--- src/logic/cmp_regs_pkg.sv ---
// Purpose: Shared constants for the comparator control register bank
// Assumes: 16-bit registers on a plain strobe port, word indices as addresses
// Notes: Offsets are word addresses of the register port
package cmp_regs_pkg;
	localparam int ADDR_W = 4;
	localparam int DATA_W = 16;
	localparam int CODE_W = 10;
	localparam int CHAN_MIN = 2;
	localparam logic [3:0] OFF_CONTROL = 4'h0;
	localparam logic [3:0] OFF_THRESHOLD = 4'h1;
	localparam logic [3:0] OFF_SELECT = 4'h2;
	localparam int BIT_SPAN = 0;
	localparam int BIT_INVERT = 1;
	localparam int BIT_GAIN = 2;
	localparam int BIT_STATE = 3;
	localparam int BIT_HYST = 4;
	localparam int BIT_EXTREF = 5;
	localparam int BIT_DAC_PIN_DRIVE_ENABLE = 8;
	localparam logic [15:0] CONTROL_WMASK = 16'h0137;
	localparam logic [15:0] RESET_CONTROL = 16'h0000;
	localparam logic [9:0] RESET_CODE = 10'h000;
	localparam int SYNC_STAGES = 2;
	typedef enum logic [1:0] {
		SRC_BANDGAP,
		SRC_HALF_SUPPLY,
		SRC_EXTERNAL
	} ref_src_t;
endpackage

--- src/logic/cmp_bus_if.sv ---
// Purpose: Register write path between the bank and the channel store
// Assumes: One clock domain
// Notes: Carries strobe, channel index and data
`timescale 1ns/100ps
`default_nettype none
interface cmp_bus_if #(parameter int CH = 4);
	logic wrCtrl;
	logic wrCode;
	logic [$clog2(CH)-1:0] chan;
	logic [15:0] wdata;
	logic [CH-1:0][15:0] ctrl;
	logic [CH-1:0][9:0] code;
	modport master(output wrCtrl, wrCode, chan, wdata, input ctrl, code);
	modport store(input wrCtrl, wrCode, chan, wdata, output ctrl, code);
endinterface
`default_nettype wire

--- src/logic/cmp_chan_store.sv ---
// Purpose: Per-channel control and threshold storage
// Assumes: Clock enable freezes all state
// Notes: Reads come straight from registers
`timescale 1ns/100ps
`default_nettype none
module cmp_chan_store
	import cmp_regs_pkg::*;
#(
	parameter int CH = 4
) (
	// Clock and reset
	input wire logic clock,
	input wire logic rst_n,
	input wire logic clkEn,
	// Store side
	cmp_bus_if.store bus
);
	////////////////////////////////////////////////////////////////////////
	for (genvar i = 0; i < CH; i++) begin : g_ch
		always_ff @(posedge clock) begin
			if (!rst_n) begin
				bus.ctrl[i] <= RESET_CONTROL;
			end else if (clkEn && bus.wrCtrl && bus.chan == i) begin
				bus.ctrl[i] <= bus.wdata & CONTROL_WMASK;
			end
		end
		always_ff @(posedge clock) begin
			if (!rst_n) begin
				bus.code[i] <= RESET_CODE;
			end else if (clkEn && bus.wrCode && bus.chan == i) begin
				bus.code[i] <= bus.wdata[CODE_W-1:0];
			end
		end
	end
endmodule
`default_nettype wire

--- src/logic/comparator_control_regs.sv ---
// Purpose: Control and status register bank for a group of comparators
// Assumes: Comparator levels arrive asynchronously from analog side
// Notes: Channel selected through a select register
//
// Local design decisions: the register offsets and the strobed register port.
`timescale 1ns/100ps
`default_nettype none
module comparator_control_regs
	import cmp_regs_pkg::*;
#(
	parameter int CH = 4
) (
	// Clock and reset
	input wire logic clock,
	input wire logic rst_n,
	input wire logic clkEn,
	// Register port
	input wire logic [ADDR_W-1:0] addr,
	input wire logic [DATA_W-1:0] wdata,
	input wire logic wrStb,
	input wire logic rdStb,
	output logic [DATA_W-1:0] rdata,
	// Analog side
	input wire logic [CH-1:0] cmpRaw,
	output logic [CH-1:0] cmpOut,
	output logic [CH-1:0] hystFalling,
	output logic [CH-1:0] gainHigh,
	output logic [CH-1:0][1:0] refSrc,
	output logic [CH-1:0][CODE_W-1:0] thresholdCode,
	// Shared DAC pin
	output logic dacPinDriveEnable,
	output logic [1:0] dacPinChan
);
	if (CH < CHAN_MIN || CH > 4) begin : g_bad_ch
		$error("CH must be 2 to 4");
	end

	cmp_bus_if #(.CH(CH)) bus ();
	logic [1:0] selFf;
	logic [CH-1:0] syncA;
	logic [CH-1:0] syncB;
	logic [CH-1:0] stateNow;

	////////////////////////////////////////////////////////////////////////
	// Write decode
	assign bus.wrCtrl = wrStb && addr == OFF_CONTROL;
	assign bus.wrCode = wrStb && addr == OFF_THRESHOLD;
	assign bus.chan = selFf[$clog2(CH)-1:0];
	assign bus.wdata = wdata;

	cmp_chan_store #(.CH(CH)) u_store (
		.clock(clock),
		.rst_n(rst_n),
		.clkEn(clkEn),
		.bus(bus)
	);

	always_ff @(posedge clock) begin
		if (!rst_n) begin
			selFf <= 2'h0;
		end else if (clkEn && wrStb && addr == OFF_SELECT && wdata < 16'(CH)) begin
			selFf <= wdata[1:0];
		end
	end

	////////////////////////////////////////////////////////////////////////
	// Comparator level synchronisers
	always_ff @(posedge clock) begin
		if (!rst_n) begin
			syncA <= '0;
			syncB <= '0;
		end else if (clkEn) begin
			syncA <= cmpRaw;
			syncB <= syncA;
		end
	end

	always_comb begin
		for (int i = 0; i < CH; i++) begin
			stateNow[i] = syncB[i] ^ bus.ctrl[i][BIT_INVERT];
		end
	end

	////////////////////////////////////////////////////////////////////////
	// Reference source decode
	function automatic logic [1:0] ref_of(input logic [15:0] c);
		if (c[BIT_EXTREF]) begin
			ref_of = 2'(SRC_EXTERNAL);
		end else if (c[BIT_SPAN]) begin
			ref_of = 2'(SRC_HALF_SUPPLY);
		end else begin
			ref_of = 2'(SRC_BANDGAP);
		end
	endfunction

	always_ff @(posedge clock) begin
		if (!rst_n) begin
			cmpOut <= '0;
			hystFalling <= '0;
			gainHigh <= '0;
			refSrc <= '0;
			thresholdCode <= '0;
		end else if (clkEn) begin
			for (int i = 0; i < CH; i++) begin
				cmpOut[i] <= stateNow[i];
				hystFalling[i] <= bus.ctrl[i][BIT_HYST];
				gainHigh[i] <= bus.ctrl[i][BIT_GAIN];
				refSrc[i] <= ref_of(bus.ctrl[i]);
				thresholdCode[i] <= bus.code[i];
			end
		end
	end

	////////////////////////////////////////////////////////////////////////
	// Shared DAC pin arbitration
	logic anyOe;
	logic [1:0] winner;
	always_comb begin
		anyOe = 1'b0;
		winner = 2'h0;
		for (int i = CH - 1; i >= 0; i--) begin
			if (bus.ctrl[i][BIT_DAC_PIN_DRIVE_ENABLE]) begin
				anyOe = 1'b1;
				winner = 2'(i);
			end
		end
	end

	always_ff @(posedge clock) begin
		if (!rst_n) begin
			dacPinDriveEnable <= 1'b0;
			dacPinChan <= 2'h0;
		end else if (clkEn) begin
			dacPinDriveEnable <= anyOe;
			dacPinChan <= winner;
		end
	end

	////////////////////////////////////////////////////////////////////////
	// Read port
	always_ff @(posedge clock) begin
		if (!rst_n) begin
			rdata <= '0;
		end else if (clkEn) begin
			if (rdStb) begin
				unique case (addr)
					OFF_CONTROL: begin
						rdata <= bus.ctrl[bus.chan] | (16'(stateNow[bus.chan]) << BIT_STATE);
					end
					OFF_THRESHOLD: begin
						rdata <= {6'h00, bus.code[bus.chan]};
					end
					OFF_SELECT: begin
						rdata <= {14'h0000, selFf};
					end
					default: begin
						rdata <= '0;
					end
				endcase
			end else begin
				rdata <= '0;
			end
		end
	end

	////////////////////////////////////////////////////////////////////////
	// Checks
	logic [CH-1:0] oeBits;
	always_comb begin
		for (int i = 0; i < CH; i++) begin
			oeBits[i] = bus.ctrl[i][BIT_DAC_PIN_DRIVE_ENABLE];
		end
	end

	property p_invert;
		@(posedge clock) disable iff (!rst_n)
		clkEn && $past(clkEn) |-> cmpOut[0] == ($past(syncB[0]) ^ $past(bus.ctrl[0][BIT_INVERT]));
	endproperty
	a_invert: assert property (p_invert) else $error("output inversion wrong");

	property p_state_read;
		@(posedge clock) disable iff (!rst_n)
		clkEn && rdStb && addr == OFF_CONTROL ##1 clkEn |-> rdata[BIT_STATE] == $past(stateNow[bus.chan]);
	endproperty
	a_state_read: assert property (p_state_read) else $error("state bit wrong");

	property p_hyst;
		@(posedge clock) disable iff (!rst_n)
		clkEn && bus.wrCtrl && bus.chan == 0 ##1 clkEn ##1 clkEn |-> hystFalling[0] == $past(wdata[BIT_HYST], 2);
	endproperty
	a_hyst: assert property (p_hyst) else $error("hysteresis edge wrong");

	property p_gain;
		@(posedge clock) disable iff (!rst_n)
		clkEn && bus.wrCtrl && bus.chan == 0 ##1 clkEn ##1 clkEn |-> gainHigh[0] == $past(wdata[BIT_GAIN], 2);
	endproperty
	a_gain: assert property (p_gain) else $error("gain select wrong");

	property p_span;
		@(posedge clock) disable iff (!rst_n)
		clkEn && $past(clkEn) && !$past(bus.ctrl[0][BIT_EXTREF]) |->
			refSrc[0] == ($past(bus.ctrl[0][BIT_SPAN]) ? 2'(SRC_HALF_SUPPLY) : 2'(SRC_BANDGAP));
	endproperty
	a_span: assert property (p_span) else $error("span select wrong");

	property p_extref;
		@(posedge clock) disable iff (!rst_n)
		clkEn && $past(clkEn) && $past(bus.ctrl[0][BIT_EXTREF]) |-> refSrc[0] == 2'(SRC_EXTERNAL);
	endproperty
	a_extref: assert property (p_extref) else $error("external reference ignored");

	property p_single;
		@(posedge clock) disable iff (!rst_n)
		clkEn && $past(clkEn) |->
			dacPinDriveEnable == ($past(oeBits) != '0) &&
			(!dacPinDriveEnable || (($past(oeBits) >> dacPinChan) & CH'(1)) != '0);
	endproperty
	a_single: assert property (p_single) else $error("DAC pin owner invalid");

	property p_priority;
		@(posedge clock) disable iff (!rst_n)
		clkEn && $past(clkEn) && $past(bus.ctrl[0][BIT_DAC_PIN_DRIVE_ENABLE]) |-> dacPinDriveEnable && dacPinChan == 2'h0;
	endproperty
	a_priority: assert property (p_priority) else $error("DAC pin priority wrong");

	property p_code;
		@(posedge clock) disable iff (!rst_n)
		clkEn && rdStb && addr == OFF_THRESHOLD ##1 clkEn |-> rdata[15:10] == 6'h00;
	endproperty
	a_code: assert property (p_code) else $error("threshold upper bits set");

	property p_second_owner;
		@(posedge clock) disable iff (!rst_n)
		clkEn && $past(clkEn) && $past(bus.ctrl[1][BIT_DAC_PIN_DRIVE_ENABLE]) && !$past(bus.ctrl[0][BIT_DAC_PIN_DRIVE_ENABLE]) |->
			dacPinDriveEnable && dacPinChan == 2'h1;
	endproperty
	a_second_owner: assert property (p_second_owner) else $error("DAC pin owner not lowest");

	property p_level_path;
		@(posedge clock) disable iff (!rst_n)
		clkEn && $past(clkEn) && $past(clkEn, 2) && $past(clkEn, 3) &&
			$past(rst_n) && $past(rst_n, 2) && $past(rst_n, 3) |->
			cmpOut[0] == ($past(cmpRaw[0], 3) ^ $past(bus.ctrl[0][BIT_INVERT]));
	endproperty
	a_level_path: assert property (p_level_path) else $error("comparator level path wrong");

	property p_freeze;
		@(posedge clock) disable iff (!rst_n)
		!clkEn |=> $stable(cmpOut) && $stable(hystFalling) && $stable(gainHigh) && $stable(refSrc) &&
			$stable(thresholdCode) && $stable(rdata) && $stable(dacPinChan);
	endproperty
	a_freeze: assert property (p_freeze) else $error("state moved while clock enable low");

	property p_read_idle;
		@(posedge clock) disable iff (!rst_n)
		clkEn && !rdStb |=> rdata == '0;
	endproperty
	a_read_idle: assert property (p_read_idle) else $error("read data not zero when idle");

	property p_code_store;
		@(posedge clock) disable iff (!rst_n)
		clkEn && bus.wrCode && bus.chan == 0 |=> bus.code[0] == $past(wdata[CODE_W-1:0]);
	endproperty
	a_code_store: assert property (p_code_store) else $error("threshold write lost");

	property p_code_out;
		@(posedge clock) disable iff (!rst_n)
		clkEn && $past(clkEn) |-> thresholdCode[0] == $past(bus.code[0]);
	endproperty
	a_code_out: assert property (p_code_out) else $error("threshold output stale");

	property p_code_reset;
		@(posedge clock)
		!rst_n |=> bus.code[0] == '0 && thresholdCode[0] == '0;
	endproperty
	a_code_reset: assert property (p_code_reset) else $error("threshold not reset");

	property p_sel_range;
		@(posedge clock) disable iff (!rst_n)
		clkEn && wrStb && addr == OFF_SELECT && wdata >= 16'(CH) |=> $stable(selFf);
	endproperty
	a_sel_range: assert property (p_sel_range) else $error("out of range select taken");

	property p_ctrl_store;
		@(posedge clock) disable iff (!rst_n)
		clkEn && bus.wrCtrl && bus.chan == 0 |=>
			bus.ctrl[0] == ($past(wdata) & CONTROL_WMASK);
	endproperty
	a_ctrl_store: assert property (p_ctrl_store) else $error("control write lost");

	c_write_ctrl: cover property (@(posedge clock) disable iff (!rst_n) bus.wrCtrl);
	c_read_code: cover property (@(posedge clock) disable iff (!rst_n) rdStb && addr == OFF_THRESHOLD);
	c_pin_drive: cover property (@(posedge clock) disable iff (!rst_n) dacPinDriveEnable);
	c_freeze: cover property (@(posedge clock) disable iff (!rst_n) !clkEn);
	c_ext_ref: cover property (@(posedge clock) disable iff (!rst_n) refSrc[0] == 2'(SRC_EXTERNAL));
endmodule
`default_nettype wire

--- config.mk ---
export PLATFORM = sky130hd
export DESIGN_NAME = comparator_control_regs
export DESIGN_NICKNAME = d
export VERILOG_FILES = /design/src/logic/cmp_regs_pkg.sv /design/src/logic/cmp_bus_if.sv /design/src/logic/cmp_chan_store.sv /design/src/logic/comparator_control_regs.sv
export SDC_FILE = /design/constraint.sdc
export NUM_CORES = 1
export LEC_CHECK = 0
export ABC_CLOCK_PERIOD_IN_PS = 1420
export CORE_AREA = 2 2 95 165
export CTS_CLUSTER_SIZE = 8
export DETAILED_ROUTE_END_ITERATION = 12
export DIE_AREA = 0 0 97 167
export DONT_BUFFER_PORTS = 1
export PLACE_DENSITY = 0.64
export SYNTH_ARGS = -nofsm -noshare
export SYNTH_HDL_FRONTEND = slang
export SYNTH_SLANG_ARGS = --single-unit
--- constraint.sdc ---
create_clock -name clock -period 1.42 [get_ports clock]
set_input_delay 0.213 -clock clock [delete_from_list [all_inputs] [get_ports clock]]
set_output_delay 0.213 -clock clock [all_outputs]
set_load 0.01 [all_outputs]
# ---- Word level (Yosys, flattened, before mapping)
# Index checks and enable logic that the tools add are counted.
dict set report totals {
  ff_bits 153
  out_inout_bits 79
  elab_cells 78
}
dict set report op_classes {
  order_cmp 2
  n_eq_ne 5
  n_mux 24
  n_bitwise 5
  n_reduce_logical 17
}
# operator n
set ops {}
lappend ops {{16-bit one-hot mux with 3 select lines} 1}
lappend ops {{16-bit binary-select mux with 2-bit select} 1}
lappend ops {{16-bit 2-to-1 mux} 2}
lappend ops {{10-bit binary-select mux with 2-bit select} 1}
lappend ops {{16-bit by 3-bit less-than comparator with 1-bit output (second input constant)} 1}
lappend ops {{2-bit 2-to-1 mux} 8}
lappend ops {{16-bit by 4-bit OR with 16-bit output} 1}
lappend ops {{1-bit logical AND} 15}
lappend ops {{10-bit 2-to-1 mux} 1}
lappend ops {{1-bit 2-to-1 mux} 9}
lappend ops {{2-bit == test (second input constant)} 2}
lappend ops {{4-bit by 1-bit == test with 1-bit output (second input constant)} 1}
lappend ops {{4-bit by 2-bit == test with 1-bit output (second input constant)} 1}
lappend ops {{4-bit zero test} 1}
lappend ops {{1-bit XOR} 4}
lappend ops {{2-bit by 3-bit less-than comparator with 1-bit output (second input constant)} 1}
lappend ops {{1-bit binary-select mux with 2-bit select} 1}
lappend ops {{2-bit by 1-bit == test with 1-bit output (second input constant)} 1}
lappend ops {{2-bit zero test} 1}

# ---- Depth between registers and ports, before layout
dict set report logic_depth {
  depth_word 6
  mapped_depth 7
  mapped_depth_nobuf 4
}

# ---- Cells and area by module
# A second synthesis with hierarchy kept.
dict set report unflattened {
  cells_unflattened 650
  area_unflattened_um2 6721.4
}
# mod n_inst cells_per_inst area_each_um2 seq_area_each_um2
set by_module_without_submodules {}
lappend by_module_without_submodules {comparator_control_regs 1 383 4037.6 1781.7}
lappend by_module_without_submodules {cmp_chan_store 1 267 2683.8 1281.2}

# ---- Worst setup path after synthesis
# No wires, ideal clock.
dict set report synth_timing {
  path_kind {register to register}
  startpoint {reg selFf[0] (netlist: bus.chan[0])}
  endpoint {reg rdata[2]}
  setup_time_ns 0.117
  arrival_time_ns 1.275
  required_ns 1.303
  setup_slack_ns 0.028
  stages_incl_launch_ff 6
  path_buffers 2
  synth_period_minus_slack_ns 1.392
  cell_sequence {dfxtp_1 buf_6 buf_12 mux4_2 a22oi_1 nand2_1}
}
dict set report synth_via {
  elab_chain_cells 5
  word_cells_on_any_way 7
}
# element line_no
set synth_rtl {}
lappend synth_rtl {{start: declaration} comparator_control_regs.sv:39} ;# logic [1:0] selFf;
lappend synth_rtl {{start signal: assignment} comparator_control_regs.sv:62} ;# selFf <= wdata[1:0];
lappend synth_rtl {{16-bit binary-select mux with 2-bit select} comparator_control_regs.sv:148} ;# rdata <= bus.ctrl[bus.chan] | (16'(stateNow[bus.chan]) << BIT_STATE);
lappend synth_rtl {{16-bit 2-to-1 mux (not written as such)} comparator_control_regs.sv:148}
lappend synth_rtl {{16-bit by 4-bit OR with 16-bit output} comparator_control_regs.sv:148}
lappend synth_rtl {{16-bit one-hot mux with 3 select lines *} comparator_control_regs.sv:146} ;# unique case (addr)
lappend synth_rtl {{16-bit 2-to-1 mux *} comparator_control_regs.sv:145} ;# if (rdStb) begin
lappend synth_rtl {{end signal: assignment} comparator_control_regs.sv:148}
lappend synth_rtl {{end signal: assignment} comparator_control_regs.sv:151} ;# rdata <= {6'h00, bus.code[bus.chan]};
lappend synth_rtl {{end signal: assignment} comparator_control_regs.sv:154} ;# rdata <= {14'h0000, selFf};
lappend synth_rtl {{end: declaration} comparator_control_regs.sv:22} ;# output logic [DATA_W-1:0] rdata,
# Mark *: on every way between the ends. The rest lies on a longest branch, timed or not. The select of a mux whose other input is x is not followed.
# A chain may end at the register's enable or synchronous reset.

# ---- Final worst setup path
dict set report layout_timing {
  startpoint {reg selFf[0] (netlist: bus.chan[0])}
  endpoint {reg rdata[4]}
}
# Same word-level chain as after synthesis.

==> metrics.md <==
| Metric | Value |
|---|---|
| Worst hold path depth | `2` |
| Largest family of logic cells by synthesized area | `multiplexers` |
| Slowest CP cell | `mux4_2` |
| Async S/R FF share, synth | `0%` |
| Synth Area per Inst | `10.1 µm²` |
| Worst-skew pair later-pin latency | `0.42 ns` |
| Adder-cell share of the synthesized area | `0%` |
| Die footprint | `16200 µm²` |
| Final worst path period share | `102%` |
| TritonRoute pass-1 iters | `5` |
| WP data arrival | `1.75 ns` |
| Result of the run | `complete, but fails checks` |
| Number of global-route vias before repair | `4499` |
| First-pass GRT wire length | `26.0 mm` |
| Syn Std Cell Area | `5830 µm²` |
| DIE WIDTH | `97 µm` |
| Fillers | `1324` |
| Post-synthesis simple-gate area fraction | `16.4%` |
| Die Ht | `167 µm` |
| Placer congestion estimate | `0.897` |
| Row count | `59` |
| Worst Skew | `0.00778 ns` |
| Post-CTS setup buffer count | `0` |
| Multiplexer share of the synthesized area | `20.9%` |
| Final setup fails | `2` |
| Core ar. | `14800 µm²` |
| F_max | `693 MHz` |
| Clock transition at path regs | `0.07 ns` |
| Critical path buffers and inverters | `1` |
| Maximum buffer depth of the clock tree | `2` |
| CTS Root Cell | `clkbuf_16` |
| GRT Resource Usage Total | `20.9%` |
| Total clock sinks | `147` |
| Synth Area in Compound Gates | `6.94%` |
| Hold Path End | `u_store.bus.code[7]$_SDFFE_PN0P_` |
| CP top delay family | `multiplexers` |
| Synth Flop Type | `dfxtp_1` |
| R2R Path End | `rdata[4]$_SDFFE_PN0P_` |
| Failing checks | `setup timing` |
| R2r setup slk | `-0.02 ns` |
| Max_cap viols | `0` |
| I/O pin cnt | `108` |
| CP Max Fanout | `11` |
| Synth cell types | `40` |
| Layout cells sized above 1 | `15.4%` |
| Area grow syn2layout | `26.4%` |
| Worst hold start | `wdata[7]` |
| DR vias | `4556` |
| VDD IR max | `0.674 mV` |
| Congestion Overflow GR | `0` |
| CTS Buf Count | `17` |
| Synth Instances | `575` |
| R2R cell count | `4` |
| Power Density | `1280 nW/µm²` |
| DR iter-0 viols | `208` |
| CP Capture Type | `flop` |
| Synth Register Bits | `147` |
| CTS tree | `built` |
| Critical path startpoint | `bus.chan[0]$_SDFFE_PN0P_` |
| Max-slew headroom | `60.2%` |
| Routed WL | `17.1 mm` |
| ANT cells | `0` |
| DP Wirelength | `11.1 mm` |
| Remaining DRCs | `0` |
| Final ANT Viol Nets | `0` |
| Final Max Tran Viols | `0` |
| Worst EP required | `1.73 ns` |
| Tightest Pin Transition | `0.594 ns` |
| Worst hold path type | `in2reg` |
| Leakage | `2.90 nW` |
| Fin worst setup slack | `-0.0222 ns` |
| Register area share after synthesis | `50.5%` |
| NumNets Final | `659` |
| Port bufs | `0` |
| Startpoint types | `flop` |
| Worst Setup Path Type | `reg2reg` |
| CP max stage delay | `0.51 ns` |
| Number of synthesis warnings | `0` |
| Tot Pwr | `0.00940 W` |
| CTS HTree Levels | `4` |
| Initial antenna violation count | `0` |
| Minimum clock period | `1.44 ns` |
| Hold Vio Cnt, Final | `0` |
| Pin count of the biggest net entering global routing | `60` |
| Crit-path cells | `buf_12 -> mux4_2 -> a22oi_2 -> nand2_1` |
| RSZ-0062 raised after global routing | `yes` |
| DR WL/cell | `20.7 µm` |
| Post-synth EDFFs | `0` |
| Layout Utilization | `49.6%` |
| Starting Density | `39.3%` |
| XOR/XNOR Fraction of Synth Area | `0.601%` |
| Vias per inst | `5.52` |
| RR Startpoint | `bus.chan[0]$_SDFFE_PN0P_` |
registers in the layout, summed over array words and instances, names as in the netlist, 8 cells and up:
signal            cells
thresholdCode        40
rdata                10
refSrc                8
u_store.bus.ctrl     24
u_store.bus.code     40
worst max path at each step:
stage	end	slack, ns	depth (start not counted)
after floorplan	rdata[2]$_SDFFE_PN0P_	0.03	5
after global placement	rdata[0]$_SDFFE_PN0P_	-0.06	4
after detailed placement	rdata[0]$_SDFFE_PN0P_	-0.16	4
after CTS	rdata[8]$_SDFFE_PN0P_	0.009	4
after global routing	rdata[0]$_SDFFE_PN0P_	-0.05	4
final	rdata[4]$_SDFFE_PN0P_	-0.02	4
cells by family after synthesis:
logic type | Yosys count
AOI/OAI and AO/OA | 71
xor gates and xnor gates | 4
buffers and inverters | 51
DFF | 147
muxes | 101
other | 1
and+or+nand+nor | 200
where the power goes:
group / internal (W) / leakage [nW] / switching (W)
Sequential: 0.00414 / 1.19 / 0.0000222
Combinational: 0.000147 / 1.41 / 0.000187
Clock: 0.00300 / 0.307 / 0.00190
per-layer routing:
| layer | vias up | share of wire (%) | global-route usage [%] | routed length (µm) |
|---|---|---|---|---|
| met1 | 2199 | 35 | 21.9 | 6030 |
| met4 | 0 | 4.0 | 11.1 | 688 |
| met5 | - | 0 | 0 | 0 |
| met3 | 32 | 7.6 | 6.63 | 1300 |
| met2 | 195 | 53 | 37.1 | 9080 |
| li1 | 2130 | - | - | - |
placed cells by master, fill, tap and decap left out, drive strengths merged:
cell / n
a211oi: 4
xnor2: 4
and4bb: 2
dlygate4sd3: 53
nor2: 98
a21oi: 8
mux2i: 85
bufinv: 4
inv: 11
nand2: 26
clkbuf: 17
nand4: 4
dfxtp: 147
and3: 2
a32oi: 2
o31a: 1
o21ai: 44
conb: 6
clkinvlp: 3
nor4b: 3
and2b: 2
mux4: 16
nor4: 4
a31oi: 1
nand3b: 5
and2: 2
nor2b: 2
o22ai: 1
a22oi: 10
buf: 26
nand3: 50
stage by stage:
| stage | instance area (µm²) | setup slack [ns] | setup TNS, ns | instances | hold WS [ns] |
|---|---|---|---|---|---|
| 2_1_floorplan | 5840 | 0.0278 | 0 | 580 | 0.357 |
| 3_3_place_gp | 6040 | -0.0579 | -0.198 | 737 | 0.330 |
| 3_5_place_dp | 6040 | -0.161 | -0.544 | 737 | 0.341 |
| 4_1_cts | 7250 | 0.00905 | 0 | 824 | 0.00200 |
| 5_1_grt | 7360 | -0.0476 | -0.357 | 826 | 0.0189 |
| 6_report | 7360 | -0.0222 | -0.0326 | 826 | 0.00485 |
synthesized netlist by cell type, types with 2 or more instances:
master | n | share of area, %
mux4_2 | 14 | 5.4
clkbuf_1 | 14 | 0.90
nand3_2 | 3 | 0.52
nand3b_1 | 5 | 0.64
nor4b_1 | 2 | 0.30
o21ai_1 | 2 | 0.17
nor4_1 | 4 | 0.43
mux4_1 | 2 | 0.90
nor2b_1 | 2 | 0.21
and2b_2 | 2 | 0.30
a211oi_1 | 4 | 0.52
buf_2 | 15 | 1.3
buf_1 | 10 | 0.64
inv_1 | 2 | 0.13
buf_6 | 2 | 0.39
buf_4 | 6 | 0.77
dfxtp_1 | 147 | 51
and3_1 | 2 | 0.21
a21oi_1 | 8 | 0.69
mux2i_1 | 85 | 15
a22oi_1 | 10 | 1.3
and2_1 | 2 | 0.21
o21ai_0 | 42 | 3.6
nor2_1 | 97 | 6.3
a32oi_1 | 2 | 0.30
xnor2_1 | 4 | 0.60
nand2_1 | 26 | 1.7
nand4_1 | 3 | 0.32
nand3_1 | 47 | 4.0
cell type report:
type                            count  area [µm²]  share of cell area (%)
Inverter                            3        11.3                   0.153
Clock inverter                     15         220                    2.99
Tap cell                          183         229                    3.11
Sequential cell                   147        2950                    40.0
Clock buffer                       17         425                    5.78
Multi-Input combinational cell    382        2710                    36.8
Timing Repair Buffer               79         817                    11.1
what timing repair did:
item                                    4_1_cts  5_1_grt
hold buffers                                 55        0
gates cloned                                  0        2
pin swaps                                     1        4
hold endpoints to repair                    136        0
endpoints found under the setup margin       11       34
gates resized for setup                       5       21
Note: power is estimated with default switching activity, not from simulation.
